File: config.mk
export PLATFORM = sky130hd
export DESIGN_NAME = fsp_sweep_top
export DESIGN_NICKNAME = d
export VERILOG_FILES = /design/src/fsp_pkg.sv /design/src/fsp_sweep_top.sv /design/src/fsp_sync.sv /design/src/fsp_tick_counter.sv
export VERILOG_INCLUDE_DIRS = /design/src /design/src/src
export SDC_FILE = /design/constraint.sdc
export NUM_CORES = 1
export LEC_CHECK = 0
export BUFFER_PORTS_ARGS = -buffer_cell sky130_fd_sc_hd__buf_2
export CORE_MARGIN = 1.5
export CORE_UTILIZATION = 50
export DETAILED_ROUTE_END_ITERATION = 8
export PLACE_DENSITY = 0.75
export SYNTH_ARGS = -nofsm -noshare
export SYNTH_HDL_FRONTEND = slang
export SYNTH_SLANG_ARGS = --single-unit
File: constraint.sdc
create_clock -name ref_clk -period 5.3 [get_ports ref_clk]
set_clock_uncertainty 0.15 [all_clocks]
set_input_delay 0.53 -clock ref_clk [delete_from_list [all_inputs] [get_ports ref_clk]]
set_output_delay 0.53 -clock ref_clk [all_outputs]
set_load 0.005 [all_outputs]
File: src/fsp_map.svh
// Offsets, field positions, reset values and counts of the sweep profile block
`ifndef FSP_MAP_SVH
`define FSP_MAP_SVH

// APB byte offsets
`define FSP_OFF_CMD 8'h00
`define FSP_OFF_STATUS 8'h04
`define FSP_OFF_FREQ 8'h08
`define FSP_OFF_CONFIG 8'h0c

// Control word selector patterns
`define FSP_SEL4_CONTROL 4'h0
`define FSP_SEL4_COUNT 4'h1
`define FSP_SEL4_STEP_LO 4'h2
`define FSP_SEL4_STEP_HI 4'h3
`define FSP_SEL4_START_LO 4'hc
`define FSP_SEL4_START_HI 4'hd
`define FSP_SEL2_INTERVAL 2'h1
`define FSP_SEL3_BURST 3'h4

// Field positions inside a control word
`define FSP_BIT_FULL_WIDTH 11
`define FSP_BIT_CONTINUOUS 7
`define FSP_BIT_DIRECTION 11
`define FSP_BIT_UNIT_CLK 13
`define FSP_MULT_HI 12
`define FSP_MULT_LO 11

// Reset values of the control bits
`define FSP_RST_FULL_WIDTH 1'b1
`define FSP_RST_CONTINUOUS 1'b1

// Time-base multipliers in master clock periods
`define FSP_MULT_X1 9'h001
`define FSP_MULT_X5 9'h005
`define FSP_MULT_X100 9'h064
`define FSP_MULT_X500 9'h1f4

`endif

File: src/fsp_pkg.sv
// Types shared by the sweep profile block
package fsp_pkg;
   typedef enum logic [1:0] {
      FSP_IDLE = 2'b01,
      FSP_RUN = 2'b10
   } fsp_state_e;
   typedef logic [23:0] fsp_freq_t;
endpackage

File: src/fsp_sweep_top.sv
// Frequency sweep profile: control word decode, APB slave and sweep sequencer
//
// Chosen here: register access over APB and the register offsets.
`timescale 1ns/10ps
`include "fsp_map.svh"
module fsp_sweep_top
(
   input wire logic ref_clk,
   input wire logic rst_n,
   input wire logic psel,
   input wire logic penable,
   input wire logic pwrite,
   input wire logic [7:0] paddr,
   input wire logic [31:0] pwdata,
   output logic [31:0] prdata,
   output logic pready,
   output logic pslverr,
   input wire logic triggerPin,
   input wire logic waveCycleTick,
   output fsp_pkg::fsp_freq_t freqWord,
   output logic waveActive,
   output logic sweepBusy,
   output logic stepPulse,
   output logic sweepDonePulse
);
   import fsp_pkg::*;

   fsp_state_e state_ff, nxt_state;
   logic [31:0] prdata_ff;
   logic [15:0] cmdWord;
   logic [11:0] startLow_ff, startHigh_ff, pendLow_ff, stepLow_ff, stepCount_ff, stepIdx_ff;
   logic [10:0] stepHigh_ff, intCount_ff, burstCount_ff;
   logic [8:0] multLimit;
   logic [1:0] intMult_ff;
   fsp_freq_t freq_ff, nxt_freq, stepExt;
   logic pready_ff, pslverr_ff, stepDown_ff, intUnitClk_ff, burstUnitClk_ff, fullWidth_ff;
   logic continuous_ff, burstDone_ff, nxt_burstDone, waveActive_ff, stepPulse_ff, sweepDone_ff;
   logic trigPrev_ff, trigSync, trigRise, apbAccess, apbWrite, addrMapped, isRun, counterClear;
   logic prescaleHit, baseTick, intervalEnd, burstHit, lastInterval;

   // Trigger pin crosses in through two flops before edge detection
   fsp_sync u_trig_sync
   (
      .ref_clk(ref_clk),
      .rst_n(rst_n),
      .asyncIn(triggerPin),
      .syncOut(trigSync)
   );

   always_ff @(posedge ref_clk)
   begin
      if (!rst_n)
         trigPrev_ff <= 1'b0;
      else
         trigPrev_ff <= trigSync;
   end

   assign trigRise = trigSync && !trigPrev_ff;

   // APB slave: one wait state, write lands on the completing edge
   assign apbAccess = psel && penable;
   assign apbWrite = apbAccess && pwrite && pready_ff;
   assign addrMapped = (paddr == `FSP_OFF_CMD) || (paddr == `FSP_OFF_STATUS) ||
                       (paddr == `FSP_OFF_FREQ) || (paddr == `FSP_OFF_CONFIG);
   assign cmdWord = pwdata[15:0];

   always_ff @(posedge ref_clk)
   begin
      if (!rst_n)
      begin
         pready_ff <= 1'b0;
         pslverr_ff <= 1'b0;
         prdata_ff <= 32'h0000_0000;
      end
      else
      begin
         pready_ff <= apbAccess && !pready_ff;
         pslverr_ff <= apbAccess && !pready_ff && !addrMapped;
         if (apbAccess && !pready_ff && !pwrite)
         begin
            case (paddr)
               `FSP_OFF_STATUS:
                  prdata_ff <= {isRun, waveActive_ff, 18'h0_0000, stepIdx_ff};
               `FSP_OFF_FREQ:
                  prdata_ff <= {8'h00, freq_ff};
               `FSP_OFF_CONFIG:
                  prdata_ff <= {24'h00_0000, 3'h0, burstUnitClk_ff, intUnitClk_ff, stepDown_ff,
                                continuous_ff, fullWidth_ff};
               default:
                  prdata_ff <= 32'h0000_0000;
            endcase
         end
         // Cleared on the completing edge too, so data never outlives pready
         else
            prdata_ff <= 32'h0000_0000;
      end
   end

   // Control word decode; only the command offset accepts words
   always_ff @(posedge ref_clk)
   begin
      if (!rst_n)
      begin
         fullWidth_ff <= `FSP_RST_FULL_WIDTH;
         continuous_ff <= `FSP_RST_CONTINUOUS;
      end
      else if (apbWrite && paddr == `FSP_OFF_CMD && cmdWord[15:12] == `FSP_SEL4_CONTROL)
      begin
         fullWidth_ff <= cmdWord[`FSP_BIT_FULL_WIDTH];
         continuous_ff <= cmdWord[`FSP_BIT_CONTINUOUS];
      end
   end

   // Start frequency: in full-width mode the low half waits for the high write
   always_ff @(posedge ref_clk)
   begin
      if (!rst_n)
      begin
         startLow_ff <= 12'h000;
         startHigh_ff <= 12'h000;
         pendLow_ff <= 12'h000;
      end
      else if (apbWrite && paddr == `FSP_OFF_CMD)
      begin
         if (cmdWord[15:12] == `FSP_SEL4_START_LO)
         begin
            if (fullWidth_ff)
               pendLow_ff <= cmdWord[11:0];
            else
               startLow_ff <= cmdWord[11:0];
         end
         else if (cmdWord[15:12] == `FSP_SEL4_START_HI)
         begin
            startHigh_ff <= cmdWord[11:0];
            if (fullWidth_ff)
               startLow_ff <= pendLow_ff;
         end
      end
   end

   // Increment value, direction and step count
   always_ff @(posedge ref_clk)
   begin
      if (!rst_n)
      begin
         stepLow_ff <= 12'h000;
         stepHigh_ff <= 11'h000;
         stepDown_ff <= 1'b0;
         stepCount_ff <= 12'h000;
      end
      else if (apbWrite && paddr == `FSP_OFF_CMD)
      begin
         case (cmdWord[15:12])
            `FSP_SEL4_STEP_LO:
               stepLow_ff <= cmdWord[11:0];
            `FSP_SEL4_STEP_HI:
            begin
               stepHigh_ff <= cmdWord[10:0];
               stepDown_ff <= cmdWord[`FSP_BIT_DIRECTION];
            end
            `FSP_SEL4_COUNT:
               stepCount_ff <= cmdWord[11:0];
            default:
               stepCount_ff <= stepCount_ff;
         endcase
      end
   end

   // Interval and burst words
   always_ff @(posedge ref_clk)
   begin
      if (!rst_n)
      begin
         intCount_ff <= 11'h000;
         intUnitClk_ff <= 1'b0;
         intMult_ff <= 2'b00;
         burstCount_ff <= 11'h000;
         burstUnitClk_ff <= 1'b0;
      end
      else if (apbWrite && paddr == `FSP_OFF_CMD)
      begin
         if (cmdWord[15:14] == `FSP_SEL2_INTERVAL)
         begin
            intUnitClk_ff <= cmdWord[`FSP_BIT_UNIT_CLK];
            intMult_ff <= cmdWord[`FSP_MULT_HI:`FSP_MULT_LO];
            intCount_ff <= cmdWord[10:0];
         end
         else if ((cmdWord[15:13] | 3'h1) == (`FSP_SEL3_BURST | 3'h1))
         begin
            burstCount_ff <= cmdWord[10:0];
            burstUnitClk_ff <= cmdWord[`FSP_BIT_UNIT_CLK];
         end
      end
   end

   // Base tick: master clock scaled by the multiplier, or one output cycle.
   // Burst timing shares this tick, so its own unit bit is only read back over APB.
   always_comb
   begin
      case (intMult_ff)
         2'b00: multLimit = `FSP_MULT_X1;
         2'b01: multLimit = `FSP_MULT_X5;
         2'b10: multLimit = `FSP_MULT_X100;
         2'b11: multLimit = `FSP_MULT_X500;
         default: multLimit = `FSP_MULT_X1;
      endcase
   end

   assign isRun = (state_ff == FSP_RUN);
   assign counterClear = trigRise || !isRun;

   fsp_tick_counter #(.W(9)) u_prescale
   (
      .ref_clk(ref_clk),
      .rst_n(rst_n),
      .clear(counterClear),
      .tick(intUnitClk_ff),
      .limit(multLimit),
      .hit(prescaleHit)
   );

   // Unit select follows the interval word only
   assign baseTick = intUnitClk_ff ? prescaleHit : (waveCycleTick && !counterClear);

   fsp_tick_counter #(.W(11)) u_interval
   (
      .ref_clk(ref_clk),
      .rst_n(rst_n),
      .clear(counterClear),
      .tick(baseTick),
      .limit(intCount_ff),
      .hit(intervalEnd)
   );

   fsp_tick_counter #(.W(11)) u_burst
   (
      .ref_clk(ref_clk),
      .rst_n(rst_n),
      .clear(counterClear || intervalEnd),
      .tick(baseTick && !burstDone_ff),
      .limit(burstCount_ff),
      .hit(burstHit)
   );

   // Sequencer: count plus one intervals, the last one at the final frequency
   assign lastInterval = (stepIdx_ff == stepCount_ff);
   assign stepExt = {1'b0, stepHigh_ff, stepLow_ff};

   always_comb
   begin
      nxt_state = state_ff;
      case (state_ff)
         FSP_IDLE:
            if (trigRise)
               nxt_state = FSP_RUN;
         FSP_RUN:
            if (!trigRise && intervalEnd && lastInterval)
               nxt_state = FSP_IDLE;
         default:
            nxt_state = FSP_IDLE;
      endcase
   end

   // Additions and subtractions simply wrap in 24 bits
   always_comb
   begin
      if (stepDown_ff)
         nxt_freq = freq_ff - stepExt;
      else
         nxt_freq = freq_ff + stepExt;
   end

   always_ff @(posedge ref_clk)
   begin
      if (!rst_n)
         state_ff <= FSP_IDLE;
      else
         state_ff <= nxt_state;
   end

   // A trigger edge mid-sweep restarts from the stored start frequency
   always_ff @(posedge ref_clk)
   begin
      if (!rst_n)
      begin
         freq_ff <= 24'h00_0000;
         stepIdx_ff <= 12'h000;
      end
      else if (trigRise)
      begin
         freq_ff <= {startHigh_ff, startLow_ff};
         stepIdx_ff <= 12'h000;
      end
      else if (isRun && intervalEnd && !lastInterval)
      begin
         freq_ff <= nxt_freq;
         stepIdx_ff <= stepIdx_ff + 12'h001;
      end
   end

   always_comb
   begin
      if (counterClear || intervalEnd)
         nxt_burstDone = 1'b0;
      else
         nxt_burstDone = burstDone_ff || burstHit;
   end

   always_ff @(posedge ref_clk)
   begin
      if (!rst_n)
         burstDone_ff <= 1'b0;
      else
         burstDone_ff <= nxt_burstDone;
   end

   // Outputs: midscale is shown as waveActive low
   always_ff @(posedge ref_clk)
   begin
      if (!rst_n)
      begin
         waveActive_ff <= 1'b0;
         stepPulse_ff <= 1'b0;
         sweepDone_ff <= 1'b0;
      end
      else
      begin
         waveActive_ff <= (nxt_state == FSP_RUN) &&
                          (continuous_ff || trigRise || !nxt_burstDone);
         stepPulse_ff <= isRun && !trigRise && intervalEnd && !lastInterval;
         sweepDone_ff <= isRun && !trigRise && intervalEnd && lastInterval;
      end
   end

   assign prdata = prdata_ff;
   assign pready = pready_ff;
   assign pslverr = pslverr_ff;
   assign freqWord = freq_ff;
   assign waveActive = waveActive_ff;
   // RUN owns the high one-hot bit, so busy is the state flop itself
   assign sweepBusy = state_ff[1];
   assign stepPulse = stepPulse_ff;
   assign sweepDonePulse = sweepDone_ff;
endmodule

File: src/fsp_sync.sv
// Two-flop synchroniser for a pin input
`timescale 1ns/10ps
module fsp_sync
(
   input wire logic ref_clk,
   input wire logic rst_n,
   input wire logic asyncIn,
   output logic syncOut
);
   logic stage1_ff;
   logic stage2_ff;

   always_ff @(posedge ref_clk)
   begin
      if (!rst_n)
      begin
         stage1_ff <= 1'b0;
         stage2_ff <= 1'b0;
      end
      else
      begin
         stage1_ff <= asyncIn;
         stage2_ff <= stage1_ff;
      end
   end

   assign syncOut = stage2_ff;
endmodule

File: src/fsp_tick_counter.sv
// Wrapping event counter that pulses when a programmed number of ticks is reached
`timescale 1ns/10ps
module fsp_tick_counter
#(
   parameter int W = 11
)
(
   input wire logic ref_clk,
   input wire logic rst_n,
   input wire logic clear,
   input wire logic tick,
   input wire logic [W-1:0] limit,
   output logic hit
);
   logic [W-1:0] count_ff;
   logic [W-1:0] nxt_count;

   // A limit of zero hits only after the count wraps, 2^W ticks; a limit of one hits on every tick
   assign nxt_count = count_ff + {{(W-1){1'b0}}, 1'b1};
   assign hit = tick && !clear && (nxt_count == limit);

   always_ff @(posedge ref_clk)
   begin
      if (!rst_n)
         count_ff <= '0;
      else if (clear || hit)
         count_ff <= '0;
      else if (tick)
         count_ff <= nxt_count;
   end
endmodule

### After elaboration in Yosys (flattened, before gate mapping)

Index checks and enable logic that the tools add are counted.

| storage, ports and cells | value |
|---|---|
| latch bits | 0 |
| register bits after elaboration | 210 |
| bits of input ports | 47 |
| bits in read-only memories | 0 |
| memories kept | 0 |
| RAM bits | 0 |
| output and inout bits | 62 |
| word-level logic and storage cells | 140 |

| cells by class | value |
|---|---|
| muxes and demuxes | 14 |
| multipliers | 0 |
| reduce and logical (&&, ||, !) cells | 66 |
| add/sub/neg operators | 6 |
| shifts and indexed selects | 0 |
| equal/unequal tests | 21 |
| bitwise operators | 3 |
| div/mod/pow operators | 0 |
| order comparisons | 0 |

Operators by type and width:

| kind | count |
|---|---|
| $pmux 32 s3 | 1 |
| $mux 24 | 3 |
| $mux 12 | 4 |
| $pmux 9 s4 | 1 |
| $logic_and 1x1->1 | 26 |
| $add 24x23->24 | 1 |
| $sub 24x23->24 | 1 |
| $add 11x1->11 const B | 2 |
| $eq 11x11->1 | 2 |
| $eq 8x4->1 const B | 2 |
| $add 12x1->12 const B | 1 |
| $eq 12x12->1 | 1 |
| $logic_not 1->1 | 11 |
| $eq 2x2->1 const B | 5 |
| $logic_or 1x1->1 | 10 |
| $reduce_and 2->1 | 5 |
| $add 9x1->9 const B | 1 |
| $eq 9x9->1 | 1 |
| $reduce_and 3->1 | 3 |
| $eq 4x2->1 const B | 2 |
| $eq 4x4->1 const B | 2 |
| $eq 8x3->1 const B | 1 |
| $logic_not 8->1 | 1 |
| $reduce_or 2->1 | 4 |
| other kinds (11) | 19 |

### Depth between registers and ports, before layout

| logic depth | value |
|---|---|
| word-level depth | 18 |
| depth in mapped cells | 16 |

### Hierarchy

From an unflattened synthesis, not the netlist that was laid out.

| unflattened totals | value |
|---|---|
| cells, all modules | 1257 |
| area, all modules | 11282.1 um^2 |

Modules (own cells, without submodules):

| module | times used | area an instance (um^2) | cells an instance |
|---|---|---|---|
| fsp_sweep_top | 1 | 8724.6 | 957 |
| fsp_tick_counter (u_burst ...) | 2 | 830.8 | 99 |
| fsp_tick_counter (u_prescale) | 1 | 843.3 | 98 |
| fsp_sync | 1 | 52.6 | 4 |

### Worst setup path before layout

No wires, ideal clock.

| timing path | value |
|---|---|
| path kind | register to register |
| start | register stepLow_ff[3] |
| end | register freq_ff[23] (netlist: freqWord[23]) |
| buffers on the path | 0 |
| stages on the path, launching flop included | 14 |
| library setup time | 71 ps |
| arrival | 3525 ps |
| slack | 1555 ps |
| period minus slack after synthesis | 3745 ps |
| cell sequence | dfxtp_1 or4_1 nor4_1 a21oi_1 xnor2_1 ha_1 a211o_1 o32ai_1 a31oi_1 a21oi_1 a211oi_1 a211oi_1 mux2_2 a21oi_1 |

| on the way | value |
|---|---|
| cells in the longest elaborated chain, start to end | 4 |

Ends and longest elaborated chain:

| element | RTL line | RTL |
|---|---|---|
| start, declared | fsp_sweep_top.sv:31 | `logic [11:0] startLow_ff, startHigh_ff, pendLow_ff, stepLow_ff, stepCount_ff, stepIdx_ff;` |
| start signal, assigned | fsp_sweep_top.sv:155 | `stepLow_ff <= cmdWord[11:0];` |
| $add 24x23->24 / $sub 24x23->24 (equally long branches) | fsp_sweep_top.sv:270, fsp_sweep_top.sv:268 |  |
| $mux 24 (*) | fsp_sweep_top.sv:267 | `if (stepDown_ff)` |
| $mux 24 (*) | fsp_sweep_top.sv:294 | `else if (isRun && intervalEnd && !lastInterval)` |
| $mux 24 (*) | fsp_sweep_top.sv:289 | `else if (trigRise)` |
| end signal, assigned | fsp_sweep_top.sv:291 | `freq_ff <= {startHigh_ff, startLow_ff};` |
| end signal, assigned | fsp_sweep_top.sv:296 | `freq_ff <= nxt_freq;` |
| end, declared | fsp_sweep_top.sv:35 | `fsp_freq_t freq_ff, nxt_freq, stepExt;` |

Every way passes the cells marked *; elsewhere a longest branch is shown, timed or not. The select of a mux whose other input is x is not followed.
A chain may end at the register's enable or synchronous reset.

### Final worst setup path

Ends and elaborated chain as after synthesis.

==> results.txt <==
Max IR drop VDD - 234.7 µV
worst-case clock buffer depth - 3
first-pass GRT wire length - 41.89 mm
antenna cell count - 0
crit start category - flop
DRT iter0 DRCs - 625
Post-Place Cells - 1,482
synth-to-layout area growth - 13.93%
initial antenna violation count - 0
CP dominant cell by count - a21oi_1
Final Max Tran Viols - 0
Top Ports - 109
WS Path Type - reg2reg
period utilization - 80.95%
worst-path cell chain - or4_1, nor4b_2, a21oi_1, xnor2_1, ha_1, o21a_1, o21a_1, o32ai_1, a31oi_1, a21oi_1, a21o_1, a211oi_1, mux2_2, a21oi_1
clk_lat worst skew - 0.51 ns
slowest CP cell - or4_1
endpoints failing hold - 0
max-cap violations - 0
CTS tree - done
Vias/cell - 5.627
worst path buffer plus inverter count - 0
H-Tree Depth - 1
port bufs - 86
gpl congestion - 0.8535
Avg Synthesized Cell Area - 8.824 µm²
CP endpoint kind - flop
Sink Count - 204
final std cells w/o fill - 1,523
starting density of the core - 51.17%
Crit path required time - 5.58 ns
Worst-path clk slew - 0.06 ns
power per cell area - 283.8 nW/µm²
Async S/R FF share, synth - 0%
Hold Crit Class - in2reg
RSZ-0062 raised after global routing - no
Tot GR Track Use - 23.89%
setup TNS - 0 ns
ANT nets after route - 0
Top FF cell, synth - dfxtp_1
Resize count post-CTS - 0
number of synthesized flops with an enable pin - 0
min Tclk post-route - 4.290 ns
CTS root buffer - clkbuf_16
final setup violation count - 0
DP HPWL - 18.03 mm
drt first pass iters - 5
Rel. slew slack - 32.04%
Largest stage delay, worst path - 0.63 ns
vias in the first global route - 7,866
Die W - 147.4 µm
Die Y-Extent - 147.4 µm
Crit Path Max Fanout - 6
Worst Path Arrival - 4.57 ns
row cnt - 52
share of cells above drive strength 1 - 13.57%
total CTS buffers - 23
cell family with most CP delay - compound AO/OA/AOI/OAI gates
Synth Register Bits - 204
post-synthesis cell area - 10,420 µm²
hold-fix buffer count after cts - 0
DRC errors left - 0
post-CTS setup buffers - 0
P_leak - 4.593 nW
grt ovf - 0
outcome - completed
sequential-to-total area share from yosys stat - 39.19%
post-synthesis cell count - 1,181
total core area - 20,360 µm²
Fmax - 233.1 MHz
Routed WL per cell - 17.17 µm
slew at the pin with the worst max-slew slack - 1.019 ns
post-synthesis cell type count - 67
DR vias - 8,570
pin count of the biggest net entering global routing - 99
Final nets - 1,315
WL final - 26.14 mm
Yosys warning total - 0
Die ar. - 21,720 µm²
-- stage by stage --
step	setup slack [ns]	power [W]	cell area (µm²)	utilization, %	hold slack (ns)
2_1_floorplan	1.555	0.001635	10440	-	0.2619
3_3_place_gp	1.099	0.001672	11040	54.22	0.2825
3_5_place_dp	1.075	0.001674	11040	54.22	0.2772
4_1_cts	1.038	0.003404	11870	58.30	0.07383
5_1_grt	0.6782	0.003469	11870	58.30	0.09318
6_report	1.010	0.003369	11870	58.30	0.08621
-- flip-flops by register name, indices dropped and copies added (netlist names), 12 cells and up --
signal	flops
prdata	26
freqWord	24
pendLow_ff	12
startHigh_ff	12
startLow_ff	12
stepCount_ff	12
stepIdx_ff	12
stepLow_ff	12
-- cells by family after synthesis --
logic type               Yosys count  synth area share (%)
other                              1               0.03598
AND/OR/NAND/NOR                  426                 19.71
adder cells (fa/ha/maj)           31                 3.794
multiplexers                     111                 10.73
flip-flops                       204                 39.19
XOR/XNOR                         120                 10.09
buffers and inverters             95                 3.818
AO/OA/AOI/OAI                    193                 12.63
-- cell usage in the layout, fill, tap and decap left out, drive strengths merged, types with 7 or more instances in the layout --
cell,instances
nand2,73
mux2i,105
nor2b,14
a31oi,7
o21ai,17
a21o,10
nand3,22
nand4,20
and3,22
inv,17
nor4,9
nor3b,8
xnor2,82
o21a,7
dfxtp,204
a21oi,61
a22oi,34
nor3,23
xor2,38
or3,11
clkbuf,30
a211oi,20
or4,7
nor2,186
o21bai,7
ha,30
buf,103
and2,11
-- power breakdown --
part	switching [W]	internal [W]
sequential	0.00000367	0.00154
combinational	0.0000737	0.0000258
clock	0.000632	0.00110
-- path summary, 6_finish.rpt --
check / cells after the start / slack (ns) / to / from
setup / recovery: 14 / 1.01 / freqWord[23] / stepLow_ff[3]
hold / removal: 2 / 0.09 / u_trig_sync.stage1_ff / triggerPin
hold reg to reg: 1 / 0.30 / u_trig_sync.syncOut / u_trig_sync.stage1_ff
setup reg to reg: 14 / 1.01 / freqWord[23] / stepLow_ff[3]
-- Yosys cell counts (5+ instances only) --
cell      count  area share (%)
dfxtp_1     204              39
nor2_1      186             6.7
mux2i_1     105              10
xnor2_1      82             6.9
nand2_1      72             2.6
a21oi_1      61             2.9
clkbuf_1     57             2.1
xor2_1       38             3.2
a22oi_1      34             2.4
ha_1         30             3.6
nor3_1       23             1.1
and3_1       22             1.3
nand3_1      21             1.0
nand4_1      20             1.2
a211oi_1     19             1.4
inv_1        17            0.61
o21ai_0      17            0.82
nor2b_1      14            0.84
or3_1        11            0.66
a21o_1       10            0.72
and2_1       10            0.60
buf_4         9            0.65
nor4_1        8            0.48
a31oi_1       7            0.42
nor3b_1       7            0.50
o21a_1        7            0.50
o21bai_1      7            0.50
or4_1         7            0.50
buf_2         6            0.29
mux2_2        6            0.65
nand2b_1      6            0.36
buf_1         5            0.18
-- area by class of cell --
cell class                 instances  area, µm²
clock inverter                    11      188.9
clock buffer                      30      641.9
inverter                          18      68.82
fill                            1780       8492
sequential                       204       4084
timing repair buffer             103      558.0
tap                              270      337.8
multi-input combinational        887       5993
-- metal layers --
layer	vias to the layer above	GRT usage (%)	wire length, µm
met4	0	6.550	552
met1	4037	33.07	12190
met5	-	0	0
met2	251	39.48	12000
met3	42	2.778	1403
li1	4240	-	-
(Power assumes the default switching activity.)
